File: src/hw/lds_map.svh
`ifndef LDS_MAP_SVH
`define LDS_MAP_SVH

// command codes of the register bank
`define LDS_CODE_BIAS_DAC 8'h01
`define LDS_CODE_MOD_DAC 8'h02
`define LDS_CODE_POWER_CEILING 8'h03
`define LDS_CODE_INT_TEMP 8'h05
`define LDS_CODE_MOD_READING 8'h06
`define LDS_CODE_BIAS_READING 8'h07
`define LDS_CODE_TEST_RSVD 8'h08
`define LDS_CODE_EXT_TEMP 8'h0D
`define LDS_CODE_SYS_SETUP 8'h10
`define LDS_CODE_BIAS_CEILING 8'h11
`define LDS_CODE_FAULT_STATE 8'h12
`define LDS_CODE_FAULT_SETUP 8'h13
`define LDS_CODE_BIAS_NOMINAL 8'h15
`define LDS_CODE_BIAS_TC1 8'h16
`define LDS_CODE_BIAS_TC2 8'h17
`define LDS_CODE_USER_CONV 8'h18
`define LDS_CODE_MOD_NOMINAL 8'h19
`define LDS_CODE_MOD_TC1 8'h1A
`define LDS_CODE_MOD_TC2 8'h1B
`define LDS_CODE_NOMINAL_TEMP 8'h1D
`define LDS_CODE_SERVO_GAIN 8'h1E
`define LDS_CODE_PEAKING 8'h1F

// system setup field positions
`define LDS_BIT_CML_TERM 7
`define LDS_BIT_DIODE_POL 6
`define LDS_BIT_EXT_TEMP 5
`define LDS_BIT_PWR_DOWN 4
`define LDS_BIT_APC 3
`define LDS_BIT_GATE_POL 2
`define LDS_BIT_SOFT_EN 1
`define LDS_BIT_HOST_CTRL 0

// system setup reset value and writable mask
`define LDS_SYS_RESET 16'h0010
`define LDS_SYS_MASK 16'h00FF

// eeprom retry interval
`define LDS_RETRY_MS 64
`define LDS_CLK_MHZ 100

`endif

File: src/hw/lds_pkg.sv
`default_nettype none

package lds_pkg;

  // one command code byte
  typedef logic [7:0] lds_code_t;

  // one register word
  typedef logic [15:0] lds_word_t;

  // eeprom load sequencer, gray along wait -> busy -> done
  typedef enum logic [1:0] {
    LDS_LD_WAIT = 2'b00,
    LDS_LD_BUSY = 2'b01,
    LDS_LD_DONE = 2'b11
  } lds_load_state_t;

endpackage

`default_nettype wire

File: src/hw/lds_pin_sync.sv
`timescale 1ns/10ps
`default_nettype none

// three-stage pin synchroniser with agreement filter
module lds_pin_sync (
  input wire logic i_ref_clk,
  input wire logic i_rstn,
  input wire logic i_pin,
  output logic o_level
);

  logic [2:0] stage; // stage[0] is read only by stage[1]

  // shift chain, resets low
  always_ff @(posedge i_ref_clk or negedge i_rstn) begin
    if (!i_rstn) begin
      stage <= 3'h0;
    end else begin
      stage <= {stage[1:0], i_pin};
    end
  end

  // a change counts only once stages two and three agree
  wire agree = (stage[1] == stage[2]);

  always_ff @(posedge i_ref_clk or negedge i_rstn) begin
    if (!i_rstn) begin
      o_level <= 1'b0;
    end else if (agree) begin
      o_level <= stage[2];
    end
  end

endmodule

`default_nettype wire

File: src/hw/lds_reg_mem.sv
`timescale 1ns/10ps
`default_nettype none

// 32 x 16 storage for the plain read/write registers
module lds_reg_mem (
  input wire logic i_ref_clk,
  input wire logic i_rstn,
  input wire logic i_we,
  input wire logic [4:0] i_waddr,
  input wire logic [15:0] i_wdata,
  input wire logic [4:0] i_raddr,
  output logic [15:0] o_rdata
);

  logic [15:0] mem [0:31]; // cleared at reset so reads are never unknown

  // write port; reset clears every word
  always_ff @(posedge i_ref_clk or negedge i_rstn) begin
    if (!i_rstn) begin
      for (int i = 0; i < 32; i++) begin
        mem[i] <= 16'h0000;
      end
    end else if (i_we) begin
      mem[i_waddr] <= i_wdata;
    end
  end

  // registered read, old data on a same-cycle write
  always_ff @(posedge i_ref_clk or negedge i_rstn) begin
    if (!i_rstn) begin
      o_rdata <= 16'h0000;
    end else begin
      o_rdata <= mem[i_raddr];
    end
  end

endmodule

`default_nettype wire

File: src/hw/lds_regs.sv
// What this block does
// - one-byte codes select registers; some read-only
// - bit 7 selects input termination style
// - bit 6 sets monitor photodiode polarity
// - bit 5 picks internal or host temperature
// - bit 4 powers down amplifiers while disabled
// - bit 3 picks constant bias or APC
// - bit 2 sets transmit gate pin polarity
// - bit 1 is software transmit enable
// - transmit needs gate active and soft enable
// - bit 0 picks standalone or host control
// - setup resets to zero except bit 4
// - standalone retries eeprom load every 64ms
`include "lds_map.svh"
`timescale 1ns/10ps
`default_nettype none

module lds_regs #(
  // retry interval in cycles; shorten for simulation
  parameter int unsigned RETRY_CYCLES = `LDS_RETRY_MS * 1000 * `LDS_CLK_MHZ
) (
  input wire logic i_ref_clk,
  input wire logic i_rstn,
  // command port from the serial front end or the eeprom loader
  input wire logic [7:0] i_cmd_code,
  input wire logic i_wr_stb,
  input wire logic [15:0] i_wr_data,
  input wire logic i_rd_stb,
  output logic [15:0] o_rd_data,
  output logic o_rd_valid,
  output logic o_wr_ack,
  output logic o_cmd_err,
  // live values for the read-only registers
  input wire logic [15:0] i_fault_state,
  input wire logic [15:0] i_power_ceiling,
  // transmit gate pin, asynchronous
  input wire logic i_tx_gate_pin,
  // eeprom loader handshake
  input wire logic i_load_ok,
  input wire logic i_load_fail,
  output logic o_load_start,
  output logic o_load_busy,
  output logic o_load_done,
  // configuration outputs
  output logic [15:0] o_sys_setup,
  output logic o_cml_termination,
  output logic o_monitor_diode_polarity,
  output logic o_ext_temp_sel,
  output logic o_apc_mode,
  output logic o_host_control,
  output logic o_tx_enable,
  output logic o_hs_amp_off
);

  // ---------------------------------------------------------------
  // decoding helpers, used for both read and write paths
  // ---------------------------------------------------------------

  // true for every code that names a register
  function automatic logic lds_is_mapped(input lds_pkg::lds_code_t code);
    case (code)
      `LDS_CODE_BIAS_DAC, `LDS_CODE_MOD_DAC, `LDS_CODE_POWER_CEILING,
      `LDS_CODE_INT_TEMP, `LDS_CODE_MOD_READING, `LDS_CODE_BIAS_READING,
      `LDS_CODE_TEST_RSVD, `LDS_CODE_EXT_TEMP, `LDS_CODE_SYS_SETUP,
      `LDS_CODE_BIAS_CEILING, `LDS_CODE_FAULT_STATE, `LDS_CODE_FAULT_SETUP,
      `LDS_CODE_BIAS_NOMINAL, `LDS_CODE_BIAS_TC1, `LDS_CODE_BIAS_TC2,
      `LDS_CODE_USER_CONV, `LDS_CODE_MOD_NOMINAL, `LDS_CODE_MOD_TC1,
      `LDS_CODE_MOD_TC2, `LDS_CODE_NOMINAL_TEMP, `LDS_CODE_SERVO_GAIN,
      `LDS_CODE_PEAKING: lds_is_mapped = 1'b1;
      default: lds_is_mapped = 1'b0;
    endcase
  endfunction

  // mapped codes minus the two read-only ones
  function automatic logic lds_is_writable(input lds_pkg::lds_code_t code);
    lds_is_writable = lds_is_mapped(code) &&
                      (code != `LDS_CODE_POWER_CEILING) &&
                      (code != `LDS_CODE_FAULT_STATE);
  endfunction

  // ---------------------------------------------------------------
  // reset release: async assert, two-flop synchronous release
  // ---------------------------------------------------------------
  logic [1:0] rst_pipe; // release shift register
  wire rstn_sync = rst_pipe[1]; // reset used by all other logic

  always_ff @(posedge i_ref_clk or negedge i_rstn) begin
    if (!i_rstn) begin
      rst_pipe <= 2'b00;
    end else begin
      rst_pipe <= {rst_pipe[0], 1'b1};
    end
  end

  // ---------------------------------------------------------------
  // command decode
  // ---------------------------------------------------------------
  wire code_mapped = lds_is_mapped(i_cmd_code); // any known code
  wire code_writable = lds_is_writable(i_cmd_code); // writes land
  wire wr_setup = i_wr_stb && (i_cmd_code == `LDS_CODE_SYS_SETUP); // setup word
  wire wr_mem = i_wr_stb && code_writable && !wr_setup; // storage words
  wire wr_refused = i_wr_stb && !code_writable; // read-only or unknown
  wire rd_refused = i_rd_stb && !code_mapped; // unknown code read

  // ---------------------------------------------------------------
  // system setup register
  // ---------------------------------------------------------------
  lds_pkg::lds_word_t sys_setup; // only the low byte is storage
  wire [15:0] next_sys_setup = i_wr_data & `LDS_SYS_MASK;

  // write path; reserved high byte never stored
  always_ff @(posedge i_ref_clk or negedge rstn_sync) begin
    if (!rstn_sync) begin
      sys_setup <= `LDS_SYS_RESET;
    end else if (wr_setup) begin
      sys_setup <= next_sys_setup;
    end
  end

  // field views of the setup word
  wire cfg_cml = sys_setup[`LDS_BIT_CML_TERM];
  wire cfg_diode_pol = sys_setup[`LDS_BIT_DIODE_POL];
  wire cfg_ext_temp = sys_setup[`LDS_BIT_EXT_TEMP];
  wire cfg_pwr_down = sys_setup[`LDS_BIT_PWR_DOWN];
  wire cfg_apc = sys_setup[`LDS_BIT_APC];
  wire cfg_gate_pol = sys_setup[`LDS_BIT_GATE_POL];
  wire cfg_soft_en = sys_setup[`LDS_BIT_SOFT_EN];
  wire cfg_host = sys_setup[`LDS_BIT_HOST_CTRL];

  // ---------------------------------------------------------------
  // storage for the other registers
  // ---------------------------------------------------------------
  logic [15:0] mem_rdata; // valid one cycle after a read strobe

  lds_reg_mem u_mem (
    .i_ref_clk(i_ref_clk),
    .i_rstn(rstn_sync),
    .i_we(wr_mem),
    .i_waddr(i_cmd_code[4:0]),
    .i_wdata(i_wr_data),
    .i_raddr(i_cmd_code[4:0]),
    .o_rdata(mem_rdata)
  );

  // ---------------------------------------------------------------
  // read pipeline: strobe -> memory word -> output register
  // ---------------------------------------------------------------
  lds_pkg::lds_code_t rd_code; // code held while memory reads
  logic rd_pend; // a read is in flight
  logic rd_bad; // the read in flight hit no register

  // capture the code so the mux knows the source next cycle
  always_ff @(posedge i_ref_clk or negedge rstn_sync) begin
    if (!rstn_sync) begin
      rd_code <= 8'h00;
      rd_pend <= 1'b0;
      rd_bad <= 1'b0;
    end else begin
      rd_pend <= i_rd_stb;
      rd_bad <= rd_refused;
      if (i_rd_stb) begin
        rd_code <= i_cmd_code;
      end
    end
  end

  // source selection; read-only words sampled live
  wire sel_setup = (rd_code == `LDS_CODE_SYS_SETUP);
  wire sel_fault = (rd_code == `LDS_CODE_FAULT_STATE);
  wire sel_ceiling = (rd_code == `LDS_CODE_POWER_CEILING);
  wire [15:0] rd_mux = rd_bad ? 16'h0000 :
                       sel_setup ? (sys_setup & `LDS_SYS_MASK) :
                       sel_fault ? i_fault_state :
                       sel_ceiling ? i_power_ceiling :
                       mem_rdata;

  // output register; data holds until the next read completes
  always_ff @(posedge i_ref_clk or negedge rstn_sync) begin
    if (!rstn_sync) begin
      o_rd_data <= 16'h0000;
      o_rd_valid <= 1'b0;
    end else begin
      o_rd_valid <= rd_pend;
      if (rd_pend) begin
        o_rd_data <= rd_mux;
      end
    end
  end

  // write acknowledge and error pulses, one cycle after the strobe
  always_ff @(posedge i_ref_clk or negedge rstn_sync) begin
    if (!rstn_sync) begin
      o_wr_ack <= 1'b0;
      o_cmd_err <= 1'b0;
    end else begin
      o_wr_ack <= i_wr_stb && code_writable;
      o_cmd_err <= wr_refused || rd_refused;
    end
  end

  // ---------------------------------------------------------------
  // transmit gate and enable
  // ---------------------------------------------------------------
  logic gate_level; // filtered pin level

  lds_pin_sync u_gate_sync (
    .i_ref_clk(i_ref_clk),
    .i_rstn(rstn_sync),
    .i_pin(i_tx_gate_pin),
    .o_level(gate_level)
  );

  // polarity applied before the and with the soft enable
  wire gate_active = cfg_gate_pol ? gate_level : !gate_level;
  wire next_tx_enable = gate_active && cfg_soft_en;

  // registered enable so the output is glitch free
  always_ff @(posedge i_ref_clk or negedge rstn_sync) begin
    if (!rstn_sync) begin
      o_tx_enable <= 1'b0;
    end else begin
      o_tx_enable <= next_tx_enable;
    end
  end

  // registered configuration outputs
  always_ff @(posedge i_ref_clk or negedge rstn_sync) begin
    if (!rstn_sync) begin
      o_cml_termination <= 1'b0;
      o_monitor_diode_polarity <= 1'b0;
      o_ext_temp_sel <= 1'b0;
      o_apc_mode <= 1'b0;
      o_host_control <= 1'b0;
      o_hs_amp_off <= 1'b0;
    end else begin
      o_cml_termination <= cfg_cml;
      o_monitor_diode_polarity <= cfg_diode_pol;
      o_ext_temp_sel <= cfg_ext_temp;
      o_apc_mode <= cfg_apc;
      o_host_control <= cfg_host;
      // amplifiers off only while disabled and saving is allowed
      o_hs_amp_off <= cfg_pwr_down && !next_tx_enable;
    end
  end

  assign o_sys_setup = sys_setup; // flop output, high byte always zero

  // ---------------------------------------------------------------
  // eeprom load sequencer
  // ---------------------------------------------------------------
  // counter starts at zero so the first attempt follows reset at once
  lds_pkg::lds_load_state_t ld_state;
  lds_pkg::lds_load_state_t next_ld_state;
  logic [31:0] retry_cnt; // cycles until the next attempt
  logic [31:0] next_retry_cnt;
  logic next_load_start;
  wire standalone = !cfg_host; // host control halts retries
  wire retry_due = (retry_cnt == 32'h0000_0000);

  // next-state logic
  always_comb begin
    next_ld_state = ld_state;
    next_retry_cnt = retry_cnt;
    next_load_start = 1'b0;
    case (ld_state)
      lds_pkg::LDS_LD_WAIT: begin
        if (!standalone) begin
          // parked; the bit may be cleared again later
          next_retry_cnt = 32'h0000_0000;
        end else if (retry_due) begin
          next_load_start = 1'b1;
          next_ld_state = lds_pkg::LDS_LD_BUSY;
          next_retry_cnt = RETRY_CYCLES - 32'h0000_0001;
        end else begin
          next_retry_cnt = retry_cnt - 32'h0000_0001;
        end
      end
      lds_pkg::LDS_LD_BUSY: begin
        // interval keeps counting while the loader works
        if (!retry_due) begin
          next_retry_cnt = retry_cnt - 32'h0000_0001;
        end
        if (i_load_ok) begin
          next_ld_state = lds_pkg::LDS_LD_DONE;
        end else if (i_load_fail) begin
          next_ld_state = lds_pkg::LDS_LD_WAIT;
        end
      end
      lds_pkg::LDS_LD_DONE: begin
        // success is final until the next reset
        next_retry_cnt = 32'h0000_0000;
      end
      default: begin
        next_ld_state = lds_pkg::LDS_LD_WAIT;
        next_retry_cnt = 32'h0000_0000;
      end
    endcase
  end

  // sequencer registers
  always_ff @(posedge i_ref_clk or negedge rstn_sync) begin
    if (!rstn_sync) begin
      ld_state <= lds_pkg::LDS_LD_WAIT;
      retry_cnt <= 32'h0000_0000;
      o_load_start <= 1'b0;
    end else begin
      ld_state <= next_ld_state;
      retry_cnt <= next_retry_cnt;
      o_load_start <= next_load_start;
    end
  end

  assign o_load_busy = (ld_state == lds_pkg::LDS_LD_BUSY);
  assign o_load_done = (ld_state == lds_pkg::LDS_LD_DONE);

endmodule

`default_nettype wire

File: config.mk
export PLATFORM = sky130hd
export DESIGN_NAME = lds_regs
export DESIGN_NICKNAME = d
export VERILOG_FILES = /design/src/hw/lds_pkg.sv /design/src/hw/lds_pin_sync.sv /design/src/hw/lds_reg_mem.sv /design/src/hw/lds_regs.sv
export VERILOG_INCLUDE_DIRS = /design/src /design/src/hw
export SDC_FILE = /design/constraint.sdc
export NUM_CORES = 1
export LEC_CHECK = 0
export BUFFER_PORTS_ARGS = -buffer_cell sky130_fd_sc_hd__clkbuf_2
export CAP_MARGIN = 20
export CORE_UTILIZATION = 45
export DETAILED_ROUTE_END_ITERATION = 16
export GPL_ROUTABILITY_DRIVEN = 1
export MAX_ROUTING_LAYER = met4
export PLACE_DENSITY_LB_ADDON = 0.05
export SYNTH_ARGS = -nofsm -noshare
export SYNTH_HDL_FRONTEND = slang
export SYNTH_SLANG_ARGS = --single-unit
File: constraint.sdc
create_clock -name i_ref_clk -period 45.5 [get_ports i_ref_clk]
set_input_delay 9.1 -clock i_ref_clk [delete_from_list [all_inputs] [get_ports i_ref_clk]]
set_output_delay 9.1 -clock i_ref_clk [all_outputs]
set_load 0.05 [all_outputs]
==> results of run 1 <==
path summary, 6_finish.rpt:
path / from / endpoint / slack, ns / cells past startpoint
min in group asynchronous: rst_pipe[1] / u_mem.mem[383] / 0.41 / 0
setup reg to reg: rst_pipe[1] / u_mem.mem[74] / 42.05 / 4
setup / recovery: i_cmd_code[0] / u_mem.mem[111] / 33.14 / 8
hold / removal: rst_pipe[0] / rst_pipe[1] / 0.35 / 0
hold reg to reg: rst_pipe[0] / rst_pipe[1] / 0.35 / 0
max in group asynchronous: i_rstn / rst_pipe[1] / 37.09 / 1
routing by layer:
| metal | vias up | GRT usage [%] | routed length, µm |
|---|---|---|---|
| li1 | 6007 | - | - |
| met1 | 7235 | 32.4 | 29300 |
| met2 | 281 | 33.1 | 27100 |
| met3 | 85 | 5.19 | 3020 |
| met4 | 0 | 5.81 | 1310 |
| met5 | - | - | 0 |
cells by family (layout without fill, tap and decap cells):
logic type / count (synthesis) / count (layout) / synth area share (%)
and+or+nand+nor: 174 / 174 / 3.70
xor gates and xnor gates: 16 / 16 / 0.548
AOI/OAI and AO/OA: 151 / 151 / 3.98
DFF: 613 / 613 / 60.0
adders and majority gates: 2 / 2 / 0.0880
muxes: 471 / 471 / 26.3
other: 2 / 10 / 0.0294
buffers and inverters: 355 / 274 / 5.40
stage by stage:
stage / hold WS (ns) / worst slack [ns]
global placement: 0.335 / 32.35
CTS: 0.351 / 32.99
global route: 0.360 / 32.82
finish: 0.347 / 33.14
detailed placement: 0.339 / 32.36
floorplan: 0.331 / 27.15
where the power goes:
| group | switching [mW] | leakage (nW) | total, mW | internal [mW] |
|---|---|---|---|---|
| Combinational | 0.0726 | 4.19 | 0.118 | 0.0456 |
| Sequential | 0.0203 | 8.46 | 0.590 | 0.570 |
| Clock | 0.214 | 1.07 | 0.533 | 0.319 |
registers in the layout, indices dropped and copies added (netlist names), 3 cells and up:
| register | count |
|---|---|
| rd_code | 8 |
| u_mem.mem | 512 |
| retry_cnt | 32 |
| o_rd_data | 16 |
| u_gate_sync.stage | 3 |
| u_mem.o_rdata | 16 |
| o_sys_setup | 8 |
cell usage after synthesis (3+ instances only):
cell type | instances | area share, %
a211o_1 | 8 | 0.27
a21oi_1 | 27 | 0.53
a22oi_1 | 64 | 1.9
a311oi_1 | 4 | 0.14
and2_1 | 5 | 0.12
and3_1 | 6 | 0.15
buf_1 | 29 | 0.43
buf_4 | 8 | 0.23
clkbuf_1 | 292 | 4.3
dfrtp_1 | 612 | 60
inv_1 | 22 | 0.32
mux2_2 | 327 | 14
mux2i_1 | 16 | 0.63
mux4_2 | 128 | 11
nand2_1 | 20 | 0.29
nand2b_1 | 8 | 0.20
nand3_1 | 16 | 0.31
nand4_1 | 20 | 0.49
nor2_1 | 40 | 0.59
nor2b_1 | 5 | 0.12
nor3_1 | 19 | 0.37
nor3b_1 | 3 | 0.088
nor4_1 | 8 | 0.20
o21ai_0 | 34 | 0.67
or3_1 | 7 | 0.17
or4_1 | 4 | 0.12
or4_4 | 4 | 0.18
xnor2_1 | 14 | 0.48
cell type report:
cell class | instances | area (µm²) | share of cell area [%]
well taps | 756 | 946 | 3.33
repair buffers | 135 | 900 | 3.17
clock inverters | 10 | 78.8 | 0.278
inverters | 22 | 82.6 | 0.291
flip-flops and latches | 613 | 15300 | 54.1
clock buffers | 107 | 2080 | 7.35
multi-input cells | 823 | 8930 | 31.5
diodes | 1 | 2.50 | 0.00882
==> results.txt, run 1 <==
----------------------------------------------------
[Global route]
  Pin count of the biggest net entering global routing ... between 150 and 200
  Number of global-route vias before repair ... 14,600
  Antenna violations before repair ... 1
  Wire length of the first global-routing pass ... roughly 94,000 µm
  Total global routing track utilization ... a little under a quarter
  Overflow after GRT ... 0

[Setup path]
  Arrival time at the worst endpoint ... 12.82 ns
  Worst path cell trace ... buf_8 > buf_4 > nor2b_1 > o221a_2 > nor2_1 > and2_1 > nand3_2 > mux2_2
  Crit path kind ... primary input to flop
  Slowest Stage Delay on Critical Path ... 0.97 ns
  Bufs and invs on worst path ... 2
  Required time at the endpoint of the critical path ... 45.96 ns
  Dominant delay contributor by cell family on the critical path ... simple AND/OR/NAND/NOR gates
  Slowest CP cell ... nand3_2
  Highest net fanout along the worst path ... 50
  Type of destination of the critical path ... flop
  Kind of start point of the critical path ... primary input

[Synthesis]
  Count of cell types in the netlist ... 52
  Average cell area after synthesis ... approximately 14 µm²
  Most frequently used flop master after synthesis ... dfrtp_1
  Cell count after synthesis ... about 1,800
  Number of enable flip-flop cells after synthesis ... 0
  Part of the Yosys area used for sequential elements ... around 60%
  Post-synthesis instance area ... between 20,000 and 30,000 µm²
  Yosys Warn Count ... 0
  Flop and latch count out of synthesis ... 613
  Share of flip-flops with an asynchronous set or reset ... 100%

[Floorplan]
  Die area ... ~58,000 µm²
  Overall die height ... between 200 and 250 µm
  Core Box Area ... 56,300 µm²
  Chip width ... 240 µm
  Effective utilization at floorplan ... 45.5%
  Num rows ... 87
  I/O pin cnt ... roughly 110

[Timing]
  Final Max Tran Viols ... 0
  Fraction of the cycle the final worst path needs ... around 27%
  Fmax achieved ... roughly 0.081 GHz
  Largest clock skew in the final design ... roughly 0.024 ns
  Number of hold violations in the final report ... 0
  Total negative slack for setup checks ... 0 ns
  Minimum clock period ... ~12 ns
  Setup repair after global routing missed its margin ... false
  Least-Margin Pin Slew ... approximately 1.1 ns
  Max_slew headroom ... 29.3%
  Setup violators final ... 0

[CTS]
  Worst-path clk slew ... ~0.050 ns
  Resized Gates After CTS ... 0
  Num CTS Buffers ... 67
  Sinks on the clock net ... roughly 610
  Root buf cell ... clkbuf_16
  Number of levels the H-tree was split into ... 3
  Number of hold buffers added after CTS ... 0
  Insertion delay to the later sink of the worst-skew pair ... about 0.6 ns
  Postcts setup bufs ... 0
  Maximum number of buffers from clock root to sink ... 3
  CTS tree ... built

[Cells and area]
  Layout fillers ... approximately 4,800
  Final net count ... 1,726
  Layout Area Growth over Synthesis ... 10.9%
  Fin area ... around 28,000 µm²
  Fraction of layout instances using a drive strength above 1 ... 41.6%
  Commonest non-fill, non-tap cell in the layout ... dfrtp_1
  Commonest non-fill, non-tap cells in the layout ... dfrtp_1 (611), mux2_2 (327), mux4_2 (128)
  Core occupancy in the finished layout ... approximately half
  Non-filler cells, final ... 2,467

[Placed design]
  Placed Instance Area ... roughly 26,000 µm²
  # placed instances ... ~2,300
  Count of input and output buffers ... 99
  Placed wire-length estimate ... ~36,000 µm
  Final weighted congestion in routability-driven placement ... around 0.75

[Route]
  Overall routed net length ... approximately 61,000 µm
  Number of detailed-route iterations in the first pass ... 5
  Number of vias per cell after detailed routing ... approximately 5.5
  Post-route DRC violation count ... 0
  Antenna Violating Nets Remaining ... 0
  Average routed wire per standard cell ... roughly 25 µm
  Total number of vias ... approximately 14,000
  DRC violation total after the first TritonRoute iteration ... 852

[Power]
  VDD IR max ... 0.0284 mV
  Pwr per Cell Area ... 43.7 nW/µm²
  Total power consumption of the routed design ... approximately 1.2 mW
  Leakage power of the design ... 13.7 nW

[Min path]
  Worst min path class ... flop to flop

[Run]
  Max cap viols ... 0

[Outcome]
  Outcome ... complete, no violations

----------------------------------------------------
No activity file was read; power rests on OpenSTA's default activity.
==> run 2, diff against run 1 <==
Clock period 45.5 ns to 10.5 ns, I/O delays scaled along.
==> results.txt, run 2 (synthesized netlist as in run 1, its figures left out) <==
----------------------------------------------------
[Global route]
  Number of global-route vias before repair ... between 10,000 and 15,000
  Antenna violations before repair ... 2
  Total global routing track utilization ... around 23%
  Pin count of the biggest net entering global routing ... between 150 and 200
  Wire length of the first global-routing pass ... 92,300 µm
  Overflow after GRT ... 0

[Timing]
  Fmax achieved ... around 0.19 GHz
  Setup repair after global routing missed its margin ... false
  Minimum clock period ... between 5 and 6 ns
  Fraction of the cycle the final worst path needs ... 49.4%
  Setup violators final ... 0
  Final Max Tran Viols ... 0
  Number of hold violations in the final report ... 0
  Total negative slack for setup checks ... 0 ns
  Max_slew headroom ... between 20% and 30%
  Least-Margin Pin Slew ... ~1.1 ns
  Min Hold Slack ... 0.346 ns
  Largest clock skew in the final design ... roughly 0.014 ns
  Final Worst Setup Slack ... 5.32 ns

[Outcome]
  Outcome ... complete, no violations

[Run]
  Max cap viols ... 0

[Floorplan]
  Num rows ... 87
  Effective utilization at floorplan ... a little under half
  Die area ... just under 60,000 µm²
  Chip width ... 240 µm
  Overall die height ... ~240 µm
  Core Box Area ... 56,300 µm²
  I/O pin cnt ... ~110

[CTS]
  Sinks on the clock net ... a little over 600
  Postcts setup bufs ... 0
  Root buf cell ... clkbuf_16
  Worst-path clk slew ... 0.05 ns
  CTS tree ... built
  Maximum number of buffers from clock root to sink ... 3
  Num CTS Buffers ... 68
  Insertion delay to the later sink of the worst-skew pair ... 0.60 ns
  Number of hold buffers added after CTS ... 0
  Number of levels the H-tree was split into ... 3
  Resized Gates After CTS ... 0

[Setup path]
  Type of destination of the critical path ... flop
  Arrival time at the worst endpoint ... roughly 5.7 ns
  Kind of start point of the critical path ... primary input
  Required time at the endpoint of the critical path ... 10.97 ns
  Bufs and invs on worst path ... 2
  Slowest CP cell ... nand3_1
  Highest net fanout along the worst path ... 66
  Cell with the most instances on the worst path ... nor2_1
  Worst path cell trace ... buf_8 > nor2_1 > o221a_2 > nor2_1 > and2_1 > nand3_1 > buf_4 > mux2_2
  Crit path kind ... primary input to flop
  Slowest Stage Delay on Critical Path ... ~0.94 ns
  Dominant delay contributor by cell family on the critical path ... simple AND/OR/NAND/NOR gates

[Route]
  Post-route DRC violation count ... 0
  Total number of vias ... about 14,000
  DRC violation total after the first TritonRoute iteration ... around 840
  Number of detailed-route iterations in the first pass ... 5
  Number of vias per cell after detailed routing ... approximately 5.5
  Overall routed net length ... a little over 60,000 µm
  Antenna Violating Nets Remaining ... 0
  Average routed wire per standard cell ... roughly 24 µm

[Placed design]
  Count of input and output buffers ... 99
  Placed wire-length estimate ... ~36,000 µm
  Final weighted congestion in routability-driven placement ... between 0.7 and 0.8
  Post-Place Worst Slack ... 4.64 ns

[Cells and area]
  Fraction of layout instances using a drive strength above 1 ... between 40 and 50%
  Layout Area Growth over Synthesis ... 11.4%
  Registers with the highest flip-flop counts ... u_mem.mem x512, retry_cnt x32
  Count of antenna diodes in the layout ... 0
  Largest register FFs ... ~500
  Layout fillers ... about 4,800
  Commonest non-fill, non-tap cell in the layout ... dfrtp_1
  Commonest non-fill, non-tap cells in the layout ... dfrtp_1 (611), mux2_2 (327), mux4_2 (128)
  Final net count ... 1,725
  Register with the most flip-flops ... u_mem.mem

[Power]
  Pwr per Cell Area ... between 150 and 200 nW/µm²
  Leakage power of the design ... around 14 nW
  Total power consumption of the routed design ... about 5.6 mW
  VDD IR max ... approximately 0.098 mV

[Min path]
  Worst min path class ... flop to flop

----------------------------------------------------
==> run 2: changes by cell type in the layout (fill, tap and decap cells not counted), sizes merged <==
cell      delta
clkinvlp     +3
bufinv       +5
inv          -1
diode        -1
clkbuf       -2
buf          -2
==> run 2: report_power, final <==
part / switching (mW) / internal [mW]
logic: 0.315 / 0.196
clock network: 0.950 / 1.54
registers: 0.0867 / 2.47
==> run 2: worst paths after layout <==
| path | start | endpoint | slack [ns] | cells after the start |
|---|---|---|---|---|
| min in group asynchronous | rst_pipe[1] | u_mem.mem[95] | 0.42 | 0 |
| min | rst_pipe[0] | rst_pipe[1] | 0.35 | 0 |
| max | i_cmd_code[0] | u_mem.mem[494] | 5.32 | 8 |
| max in group asynchronous | rst_pipe[1] | o_rd_data[9] | 7.95 | 2 |
| min reg2reg | rst_pipe[0] | rst_pipe[1] | 0.35 | 0 |
| max reg2reg | retry_cnt[15] | retry_cnt[12] | 7.40 | 5 |
==> run 2: area by class of cell <==
type	count	area, µm²	area share (%)
inverter	22	82.6	0.290
timing repair buffer	133	815	2.86
multi-input combinational	823	8930	31.3
clock inverter	17	246	0.865
tap	756	946	3.32
clock buffer	105	2130	7.47
sequential	613	15300	53.9
==> run 2: through the flow <==
step | std cells | instance area, µm² | util, %
6_report | 2469 | 28500 | 50.6
5_1_grt | 2469 | 28500 | 50.6
4_1_cts | 2467 | 28400 | 50.5
3_5_place_dp | 2345 | 26100 | 46.3
3_3_place_gp | 2344 | 26100 | 46.3
2_1_floorplan | 1791 | 25600 | -
==> run 2: metal layers <==
layer / vias up / GRT usage (%) / wire, µm
met3: 56 / 5.22 / 3620
met2: 338 / 33.0 / 27300
met4: 0 / 5.69 / 874
li1: 6025 / - / -
met1: 7215 / 31.7 / 28500
met5: - / - / 0
